===== src/inc/audio_clk_pkg.sv =====
// constants shared by the serial audio port clock monitor and source control
// assumes a 250 MHz system clock sampling the port pins
package audio_clk_pkg;

    // system clock and stopped-clock timeout
    localparam int CLK_MHZ        = 250;
    localparam int TIMEOUT_US     = 160;
    localparam int TIMEOUT_CYCLES = TIMEOUT_US * CLK_MHZ;

    // register offsets
    localparam logic [7:0] STATUS_OFFSET = 8'h15;
    localparam logic [7:0] SOURCE_OFFSET = 8'h16;
    localparam logic [7:0] MODE_OFFSET   = 8'h17;

    // values after reset
    localparam logic [7:0] STATUS_RESET = 8'hFF;
    localparam logic [7:0] SOURCE_RESET = 8'h10;
    localparam logic [7:0] MODE_RESET   = 8'h02;

    // clock_source_config fields
    localparam int SRC_ROOT_BIT   = 7;
    localparam int SRC_SPEC_BIT   = 6;
    localparam int SRC_RATIO_LSB  = 3;
    localparam int SRC_INVERT_BIT = 1;

    // mode_config fields
    localparam int MODE_MASTER_BIT  = 7;
    localparam int MODE_MANUAL_BIT  = 6;
    localparam int MODE_PLL_OFF_BIT = 5;
    localparam int MODE_FREQ_LSB    = 0;

    // status codes
    localparam logic [3:0] INVALID_CODE = 4'hF;
    localparam int         RATE_COUNT   = 9;
    localparam int         RATIO_COUNT  = 13;

    // frame period windows in system clocks, code 8 leftmost down to code 0
    localparam logic [RATE_COUNT-1:0][15:0] RATE_MIN = {
        16'h0138, 16'h0271, 16'h04E2, 16'h09C4, 16'h1388,
        16'h1D4C, 16'h2710, 16'h3A98, 16'h7530};
    localparam logic [RATE_COUNT-1:0][15:0] RATE_MAX = {
        16'h0171, 16'h02E2, 16'h05C3, 16'h0B86, 16'h170C,
        16'h2292, 16'h2E18, 16'h4524, 16'h8A48};

    // bit clocks per frame, code 12 leftmost down to code 0
    localparam logic [RATIO_COUNT-1:0][11:0] RATIO_TABLE = {
        12'h800, 12'h400, 12'h200, 12'h180, 12'h100, 12'h0C0, 12'h080,
        12'h060, 12'h040, 12'h030, 12'h020, 12'h018, 12'h010};

    // master clock to frame ratios, code 7 leftmost down to code 0
    localparam logic [7:0][11:0] MCLK_RATIO_TABLE = {
        12'h900, 12'h600, 12'h400, 12'h300,
        12'h200, 12'h180, 12'h100, 12'h040};

    // master mode generator defaults
    localparam int BCLK_HALF_CYCLES = 20;
    localparam int FRAME_BCLKS      = 64;

endpackage


===== src/inc/monitor_if.sv =====
// edge events and measured codes passed between port logic and rate meter
// assumes one clock domain: the system clock
`timescale 1ns/1ps
interface monitor_if;
    logic       bclk_rise;
    logic       frame_sync_rise;
    logic [3:0] rate_code;
    logic [3:0] ratio_code;

    modport port  (output bclk_rise, output frame_sync_rise, input rate_code, input ratio_code);
    modport meter (input bclk_rise, input frame_sync_rise, output rate_code, output ratio_code);
endinterface


===== src/audio_clock_ctrl.sv =====
// serial audio port clock monitor and clock source control
// assumes registers reached over a plain strobe port on clk_in;
// bit clock and frame sync pins are asynchronous and sampled here
//
// Summary of operation
// - status bits 7-4 report measured frame rate family, codes 0 to 8
// - frame rate matching no supported family reports code 15
// - rate codes 9 to 14 are never reported
// - status bits 3-0 report bit clocks per frame, codes 0 to 12
// - ratio codes 13, 14 unused; invalid ratio reports code 15
// - status register at 0x15 is read-only and resets to 0xFF
// - slave, auto, pll off: bit 7 picks bit clock or master clock root
// - master clock root takes its frame ratio from the ratio field
// - auto setup only: bit 6 picks absolute frequency or frame multiple for master clock
// - ratio field bits 5-3 encode 64 up to 2304
// - ratio field applies in master mode or with master clock root
// - source register at 0x16 resets to 0x10
// - bit 1 inverts bit clock edge used for frame generation
// - pll off control in slave auto setup enables root clock select
// - slave mode takes both clocks in; master mode drives both out
`timescale 1ns/1ps
module audio_clock_ctrl
    import audio_clk_pkg::*;
#(
    parameter int TIMEOUT    = TIMEOUT_CYCLES,
    parameter int BCLK_HALF  = BCLK_HALF_CYCLES,
    parameter int FRAME_BITS = FRAME_BCLKS
) (
    input  wire logic        clk_in,
    input  wire logic        rst_b_in,
    input  wire logic [7:0]  reg_addr_in,
    input  wire logic [7:0]  reg_wdata_in,
    input  wire logic        reg_wr_in,
    input  wire logic        reg_rd_in,
    output logic      [7:0]  reg_rdata_out,
    input  wire logic        bit_clk_in,
    input  wire logic        frame_sync_in,
    output logic             bit_clk_out,
    output logic             bit_clk_oe_out,
    output logic             frame_sync_out,
    output logic             frame_sync_oe_out,
    output logic             root_clk_select_out,
    output logic             mclk_ratio_apply_out,
    output logic      [11:0] mclk_ratio_out,
    output logic             mclk_freq_spec_out,
    output logic      [2:0]  mclk_freq_code_out
);
    monitor_if mon ();

    logic [1:0] pins_sync;
    logic [1:0] pins_prev;

    logic [7:0] clock_source_config, next_clock_source_config;
    logic [7:0] mode_config,         next_mode_config;
    logic [7:0] next_rdata;

    logic       master_mode;
    logic       auto_setup;
    logic       auto_setup_pll_off;
    logic       root_clock_select;
    logic       master_freq_spec_mode;
    logic [2:0] ratio_select;
    logic [2:0] master_absolute_freq_select;
    logic       frame_gen_edge_invert;

    logic        next_root_sel;
    logic        next_ratio_apply;
    logic [11:0] next_ratio_value;
    logic        next_freq_spec;
    logic [2:0]  next_freq_code;

    logic [15:0] div_cnt,   next_div_cnt;
    logic        bclk_gen,  next_bclk_gen;
    logic [11:0] bit_cnt,   next_bit_cnt;
    logic        frame_sync_gen, next_frame_sync_gen;
    logic        frame_edge;

    // synchronise pins: bit 1 bit clock, bit 0 frame sync
    pin_sync #(
        .WIDTH (2)
    ) u_sync (
        .clk_in   (clk_in),
        .rst_b_in (rst_b_in),
        .async_in ({bit_clk_in, frame_sync_in}),
        .sync_out (pins_sync)
    );

    // previous synchronised level for edge detection
    always_ff @(posedge clk_in or negedge rst_b_in) begin
        if (!rst_b_in) begin
            pins_prev <= 2'b00;
        end else begin
            pins_prev <= pins_sync;
        end
    end

    // one-cycle rise pulses towards the meter
    assign mon.bclk_rise  = pins_sync[1] & ~pins_prev[1];
    assign mon.frame_sync_rise = pins_sync[0] & ~pins_prev[0];

    rate_meter #(
        .TIMEOUT (TIMEOUT)
    ) u_meter (
        .clk_in   (clk_in),
        .rst_b_in (rst_b_in),
        .mon      (mon.meter)
    );

    // field views of the writable registers
    assign root_clock_select           = clock_source_config[SRC_ROOT_BIT];
    assign master_freq_spec_mode       = clock_source_config[SRC_SPEC_BIT];
    assign ratio_select                = clock_source_config[SRC_RATIO_LSB +: 3];
    assign frame_gen_edge_invert       = clock_source_config[SRC_INVERT_BIT];
    assign master_mode                 = mode_config[MODE_MASTER_BIT];
    assign auto_setup                  = ~mode_config[MODE_MANUAL_BIT];
    assign auto_setup_pll_off          = mode_config[MODE_PLL_OFF_BIT];
    assign master_absolute_freq_select = mode_config[MODE_FREQ_LSB +: 3];

    // register writes; status has no write path
    always_comb begin
        next_clock_source_config = clock_source_config;
        next_mode_config         = mode_config;
        if (reg_wr_in) begin
            if (reg_addr_in == SOURCE_OFFSET) begin
                next_clock_source_config = reg_wdata_in;  // reserved bits kept as written
            end else if (reg_addr_in == MODE_OFFSET) begin
                next_mode_config = reg_wdata_in;
            end
        end
    end

    // register read data, zero for unmapped addresses
    always_comb begin
        next_rdata = 8'h00;
        if (reg_rd_in) begin
            if (reg_addr_in == STATUS_OFFSET) begin
                next_rdata = {mon.rate_code, mon.ratio_code};
            end else if (reg_addr_in == SOURCE_OFFSET) begin
                next_rdata = clock_source_config;
            end else if (reg_addr_in == MODE_OFFSET) begin
                next_rdata = mode_config;
            end
        end
    end

    // register file
    always_ff @(posedge clk_in or negedge rst_b_in) begin
        if (!rst_b_in) begin
            clock_source_config <= SOURCE_RESET;
            mode_config         <= MODE_RESET;
            reg_rdata_out       <= 8'h00;
        end else begin
            clock_source_config <= next_clock_source_config;
            mode_config         <= next_mode_config;
            reg_rdata_out       <= next_rdata;
        end
    end

    // clock source decode
    always_comb begin
        // root select only honoured in slave auto setup with pll off
        next_root_sel = ~master_mode & auto_setup & auto_setup_pll_off
                        & root_clock_select;
        // ratio used in master mode or with master clock root
        next_ratio_apply = master_mode | next_root_sel;
        next_ratio_value = next_ratio_apply ? MCLK_RATIO_TABLE[ratio_select]
                                            : 12'h000;
        // frequency given as absolute code or frame multiple
        next_freq_spec = auto_setup & master_freq_spec_mode;
        next_freq_code = next_freq_spec ? ratio_select : master_absolute_freq_select;
    end

    // registered decode outputs
    always_ff @(posedge clk_in or negedge rst_b_in) begin
        if (!rst_b_in) begin
            root_clk_select_out  <= 1'b0;
            mclk_ratio_apply_out <= 1'b0;
            mclk_ratio_out       <= 12'h000;
            mclk_freq_spec_out   <= 1'b0;
            mclk_freq_code_out   <= 3'h0;
        end else begin
            root_clk_select_out  <= next_root_sel;
            mclk_ratio_apply_out <= next_ratio_apply;
            mclk_ratio_out       <= next_ratio_value;
            mclk_freq_spec_out   <= next_freq_spec;
            mclk_freq_code_out   <= next_freq_code;
        end
    end

    // frame sync moves on bit clock fall, or on rise when inverted
    assign frame_edge = (div_cnt == 16'(BCLK_HALF - 1))
                        & (bclk_gen ^ frame_gen_edge_invert);

    // master mode bit clock divider and frame sync generator
    always_comb begin
        next_div_cnt   = div_cnt;
        next_bclk_gen  = bclk_gen;
        next_bit_cnt   = bit_cnt;
        next_frame_sync_gen = frame_sync_gen;
        if (!master_mode) begin
            next_div_cnt   = '0;
            next_bclk_gen  = 1'b0;
            next_bit_cnt   = '0;
            next_frame_sync_gen = 1'b0;
        end else if (div_cnt == 16'(BCLK_HALF - 1)) begin
            next_div_cnt  = '0;
            next_bclk_gen = ~bclk_gen;
            if (frame_edge) begin
                // one bit clock wide pulse at each frame start
                next_frame_sync_gen = (bit_cnt == 12'(FRAME_BITS - 1));
                next_bit_cnt   = (bit_cnt == 12'(FRAME_BITS - 1)) ? 12'h000
                                                                  : bit_cnt + 12'h001;
            end
        end else begin
            next_div_cnt = div_cnt + 16'h0001;
        end
    end

    // generator state and pin drives
    always_ff @(posedge clk_in or negedge rst_b_in) begin
        if (!rst_b_in) begin
            div_cnt           <= '0;
            bclk_gen          <= 1'b0;
            bit_cnt           <= '0;
            frame_sync_gen         <= 1'b0;
            bit_clk_out       <= 1'b0;
            frame_sync_out    <= 1'b0;
            bit_clk_oe_out    <= 1'b0;
            frame_sync_oe_out <= 1'b0;
        end else begin
            div_cnt           <= next_div_cnt;
            bclk_gen          <= next_bclk_gen;
            bit_cnt           <= next_bit_cnt;
            frame_sync_gen         <= next_frame_sync_gen;
            bit_clk_out       <= next_bclk_gen;
            frame_sync_out    <= next_frame_sync_gen;
            bit_clk_oe_out    <= master_mode;  // slave leaves pins to host
            frame_sync_oe_out <= master_mode;
        end
    end
endmodule


===== src/pin_sync.sv =====
// two-flop synchroniser for a group of pins
// assumes inputs are asynchronous to clk_in
`timescale 1ns/1ps
module pin_sync #(
    parameter int WIDTH = 2
) (
    input  wire logic             clk_in,
    input  wire logic             rst_b_in,
    input  wire logic [WIDTH-1:0] async_in,
    output logic      [WIDTH-1:0] sync_out
);
    logic [WIDTH-1:0] meta;

    // first stage feeds only the second
    always_ff @(posedge clk_in or negedge rst_b_in) begin
        if (!rst_b_in) begin
            meta     <= '0;
            sync_out <= '0;
        end else begin
            meta     <= async_in;
            sync_out <= meta;
        end
    end
endmodule


===== src/rate_meter.sv =====
// measures frame period and bit clocks per frame, classifies into codes
// assumes one-cycle rise pulses from synchronised pins
`timescale 1ns/1ps
module rate_meter
    import audio_clk_pkg::*;
#(
    parameter int TIMEOUT = TIMEOUT_CYCLES
) (
    input  wire logic clk_in,
    input  wire logic rst_b_in,
    monitor_if.meter  mon
);
    logic [15:0] period_cnt, next_period_cnt;
    logic [11:0] edge_cnt,   next_edge_cnt;
    logic        have_ref,   next_have_ref;
    logic [3:0]  rate_code,  next_rate_code;
    logic [3:0]  ratio_code, next_ratio_code;

    // period to rate code, unmatched gives invalid
    function automatic logic [3:0] rate_of(input logic [15:0] p);
        logic [3:0] code;
        code = INVALID_CODE;
        for (int i = 0; i < RATE_COUNT; i++) begin
            if (p >= RATE_MIN[i] && p <= RATE_MAX[i]) code = 4'(i);
        end
        return code;
    endfunction

    // bit clocks per frame to ratio code
    function automatic logic [3:0] ratio_of(input logic [11:0] n);
        logic [3:0] code;
        code = INVALID_CODE;
        for (int i = 0; i < RATIO_COUNT; i++) begin
            if (n == RATIO_TABLE[i]) code = 4'(i);
        end
        return code;
    endfunction

    // count and classify at each frame start, time out when clocks stop
    always_comb begin
        next_period_cnt = period_cnt;
        next_edge_cnt   = edge_cnt;
        next_have_ref   = have_ref;
        next_rate_code  = rate_code;
        next_ratio_code = ratio_code;
        if (mon.frame_sync_rise) begin
            next_period_cnt = '0;
            next_edge_cnt   = {11'h000, mon.bclk_rise};
            next_have_ref   = 1'b1;
            if (have_ref) begin
                next_rate_code  = rate_of(period_cnt);
                next_ratio_code = ratio_of(edge_cnt);
            end
        end else if (period_cnt >= 16'(TIMEOUT - 1)) begin
            next_have_ref   = 1'b0;
            next_rate_code  = INVALID_CODE;
            next_ratio_code = INVALID_CODE;
        end else begin
            next_period_cnt = period_cnt + 16'h0001;
            if (mon.bclk_rise && edge_cnt != 12'hFFF) next_edge_cnt = edge_cnt + 12'h001;
        end
    end

    // state registers, codes start invalid
    always_ff @(posedge clk_in or negedge rst_b_in) begin
        if (!rst_b_in) begin
            period_cnt <= '0;
            edge_cnt   <= '0;
            have_ref   <= 1'b0;
            rate_code  <= STATUS_RESET[7:4];
            ratio_code <= STATUS_RESET[3:0];
        end else begin
            period_cnt <= next_period_cnt;
            edge_cnt   <= next_edge_cnt;
            have_ref   <= next_have_ref;
            rate_code  <= next_rate_code;
            ratio_code <= next_ratio_code;
        end
    end

    assign mon.rate_code  = rate_code;
    assign mon.ratio_code = ratio_code;
endmodule


===== config.mk =====
export PLATFORM = sky130hd
export DESIGN_NAME = audio_clock_ctrl
export DESIGN_NICKNAME = d
export VERILOG_FILES = /design/src/inc/audio_clk_pkg.sv /design/src/inc/monitor_if.sv /design/src/audio_clock_ctrl.sv /design/src/pin_sync.sv /design/src/rate_meter.sv
export SDC_FILE = /design/constraint.sdc
export NUM_CORES = 1
export LEC_CHECK = 0
export BUFFER_PORTS_ARGS = -buffer_cell sky130_fd_sc_hd__buf_2
export CELL_PAD_IN_SITES_DETAIL_PLACEMENT = 1
export CELL_PAD_IN_SITES_GLOBAL_PLACEMENT = 2
export CORE_UTILIZATION = 35
export DETAILED_ROUTE_END_ITERATION = 12
export PLACE_DENSITY = 0.8
export SYNTH_ARGS = -nofsm -noshare
export SYNTH_HDL_FRONTEND = slang
export SYNTH_SLANG_ARGS = --single-unit

===== constraint.sdc =====
create_clock -name clk_in -period 2 [get_ports clk_in]
set_input_delay 0.4 -clock clk_in [delete_from_list [all_inputs] [get_ports clk_in]]
set_output_delay 0.4 -clock clk_in [all_outputs]
set_load 0.02 [all_outputs]

==> impl_metrics.csv <==
group,metric,value,unit
sta,timing.fmax,0.517,GHz
run_status,outcome,"complete, but fails checks",
run_status,violations,"hold timing",
sta,worst_slew_pin_slew,0.569,ns
sta,hold_viol,1,
power,p_per_area,672,nW/µm²
yosys,synth_area_leader_cell,"dfrtp_1",
yosys,async_flop_share,100,%
yosys,post-synth-top-count-cell,"dfrtp_1",
yosys,ys_warn_count,0,
sta,slew_headroom,62.0,%
die,die_area,18200,µm²
clocking,h-tree-depth,3,
worst_setup_path,cp_cell_sequence,"nor2_4 > or4b_2 > a21oi_1 > a21o_1 > nand2b_4 > o21ai_1",
yosys,synth_edf_count,0,
sta,final-max-slew-violation-count,0,
finish,fin_nets,767,
die,die_h,135,µm
clocking,root_buffer,"clkbuf_16",
worst_setup_path,r2r_slack,0.07,ns
sta,holdWs,-0.00117,ns
worst_setup_path,crit_arrival,2.22,ns
sta,grt_setup_unrepaired,"yes",
worst_setup_path,critPathMaxStageDelay,0.66,ns
placed_design,hpwl,12.7,mm
placed_design,gp_congestion,0.864,
clocking,clk_pin_slew,0.08,ns
die,start_util,35.8,%
finish,fin_cells,966,
sta,setup_viol,0,
global_route,grt_max_degree,38,
sta,fin_ws,0.0653,ns
worst_setup_path,cp.required,2.29,ns
placed_design,io_buffers,45,
die,fp.dieW,135,µm
yosys,synth_area_leaders,"dfrtp_1, nor2_1, dfstp_2",
yosys,ys_types,81,
power,power_leakage,3.40,nW
yosys,syn-mean-instance-area,9.67,µm²
finish,area_delta_synth_final,23.2,%
route,viasPerCell,5.27,
worst_setup_path,cpMaxStageDelayCell,"or4b_2",
worst_setup_path,criticalPathCategory,"reg2reg",
global_route,grt_pass1_vias,5435,
finish,fill_cells,1954,
finish,final_util,44.1,%
yosys,synthTopCellsByCount,"dfrtp_1, nor2_1, nand2_1, o21ai_0, xor2_1",
clocking,cts_hold_buf,0,
yosys,synthCells,640,
clocking,cts_buffer_depth,2,
sta,fin_crit_sh,96.7,%
global_route,grt_overflow_total,0,
worst_setup_path,critPathMaxFanout,5,
worst_setup_path,critPathLaunchType,"register",
placed_design,dp_worst_setup_slack,-0.199,ns
worst_setup_path,timing.rr.end,"u_meter.mon.rate_code[1]",
route,totalWireLength,17.1,mm
die,fp.coreArea,17300,µm²
yosys,ys.flop_type,"dfrtp_1",
sta,clock_skew,0.0114,ns
die,io_pins,52,
finish,drive_above_1_share,30.6,%
route,drt_iter0_markers,209,
clocking,numCtsBuffers,9,
sta,timing.final.crit_period,1.93,ns
clocking,cts_tree,"built",
yosys,synth_top_area_share,40.5,%
clocking,cts_num_sinks,110,
power,vdd_ir_drop_max,0.381,mV
clocking,clkLatencyLatePin,0.36,ns
power,power,0.00512,W
yosys,syn-cell-area,6190,µm²
global_route,grt_pass1_wl,28.3,mm
yosys,yosysSeqAreaShare,44.7,%
run,drv_cap,0,
yosys,synth_seq_cells,110,
global_route,antenna_found_initial,2,
placed_design,dp.cells,939,
route,dr.pass1.iters,4,
min_path,hp-class,"in2async",
route,wl_per_cell,17.7,µm
route,drc,0,
worst_setup_path,r2r_cells,6,
worst_setup_path,end_kind,"register",
route,num_vias,5092,
worst_setup_path,r2r_start,"u_meter.period_cnt[14]",
die,num_rows,48,
route,ant_nets,0,
global_route,grt.total_usage,19.8,%
==> sequential cells by signal, summed over array words and instances, names as in the netlist, 3 cells and up <==
signal                  cells
div_cnt                    16
clock_source_config         8
u_meter.period_cnt         16
reg_rdata_out               8
mode_config                 8
mclk_freq_code_out          3
mclk_ratio_out              6
u_meter.mon.ratio_code      4
bit_cnt                    12
u_meter.edge_cnt           12
u_meter.mon.rate_code       4
==> timing repair <==
action	4_1_cts	5_1_grt
setup endpoints to repair	9	23
pin swaps	0	8
buffers inserted	0	9
resized for setup	9	32
==> cell type report <==
class / instances / area (µm²) / share of cell area (%)
Antenna cell: 2 / 5.00 / 0.0657
Clock buffer: 10 / 229 / 3.00
Clock inverter: 6 / 87.6 / 1.15
Inverter: 15 / 56.3 / 0.739
Multi-Input combinational cell: 474 / 3290 / 43.1
Sequential cell: 110 / 2770 / 36.3
Tap cell: 225 / 282 / 3.69
Timing Repair Buffer: 124 / 907 / 11.9
==> routing by layer <==
layer,share of wire [%],track usage [%],routed length (µm),up-vias
li1,-,-,-,2440
met1,45,24.8,7660,2586
met2,51,34.6,8680,50
met3,2.3,3.57,386,16
met4,2.0,5.81,346,0
met5,0,0,0,-
==> critical path: cells and delay by family (launching register included) <==
family,cells,cell delay [ns]
and+or+nand+nor,3,1.05
DFF,1,0.42
AOI/OAI and AO/OA,3,0.40
==> report_power, final <==
part           switching, W  internal (W)  leakage, nW  total (W)
registers         0.0000764       0.00232         1.46    0.00240
logic              0.000489      0.000329         1.79   0.000818
clock network      0.000894       0.00101        0.151    0.00191
==> stage by stage <==
step / area, µm² / setup TNS [ns]
3_5_place_dp: 7060 / -1.55
2_1_floorplan: 6210 / 0
5_1_grt: 7620 / -0.152
3_3_place_gp: 7060 / -1.04
4_1_cts: 7420 / 0
6_report: 7620 / 0
==> placed cells by master, fill, tap and decap left out, types with 15 or more instances in the layout <==
cell type / n
xnor2_1: 16
buf_4: 71
inv_1: 15
xor2_1: 29
a21oi_1: 20
nand3_1: 21
o21ai_0: 30
nand2_1: 42
mux2_2: 21
nor2_1: 85
dfrtp_1: 96
buf_2: 44
==> kinds of logic (layout without fill, tap and decap cells) <==
family                     after synthesis  in the layout  share of synthesized area [%]
xor gates and xnor gates                45             45                           6.37
AOI/OAI and AO/OA                      116            116                           13.4
DFF                                    110            110                           44.7
muxes                                   23             23                           4.15
buffers and inverters                   61            155                           5.22
and+or+nand+nor                        273            273                           23.8
adders and majority gates               11             11                           2.22
other                                    1              8                         0.0606
==> worst max-delay path by stage <==
stage / start / end
2_1_floorplan: reg_addr_in[7] / clock_source_config[0]
3_3_place_gp: reg_addr_in[7] / clock_source_config[6]
3_5_place_dp: reg_addr_in[7] / clock_source_config[0]
4_1_cts: u_meter.period_cnt[0] / u_meter.period_cnt[12]
5_1_grt: u_meter.period_cnt[14] / u_meter.period_cnt[11]
6_report: u_meter.period_cnt[14] / u_meter.mon.rate_code[1]
No activity file was read; power rests on OpenSTA's default activity.
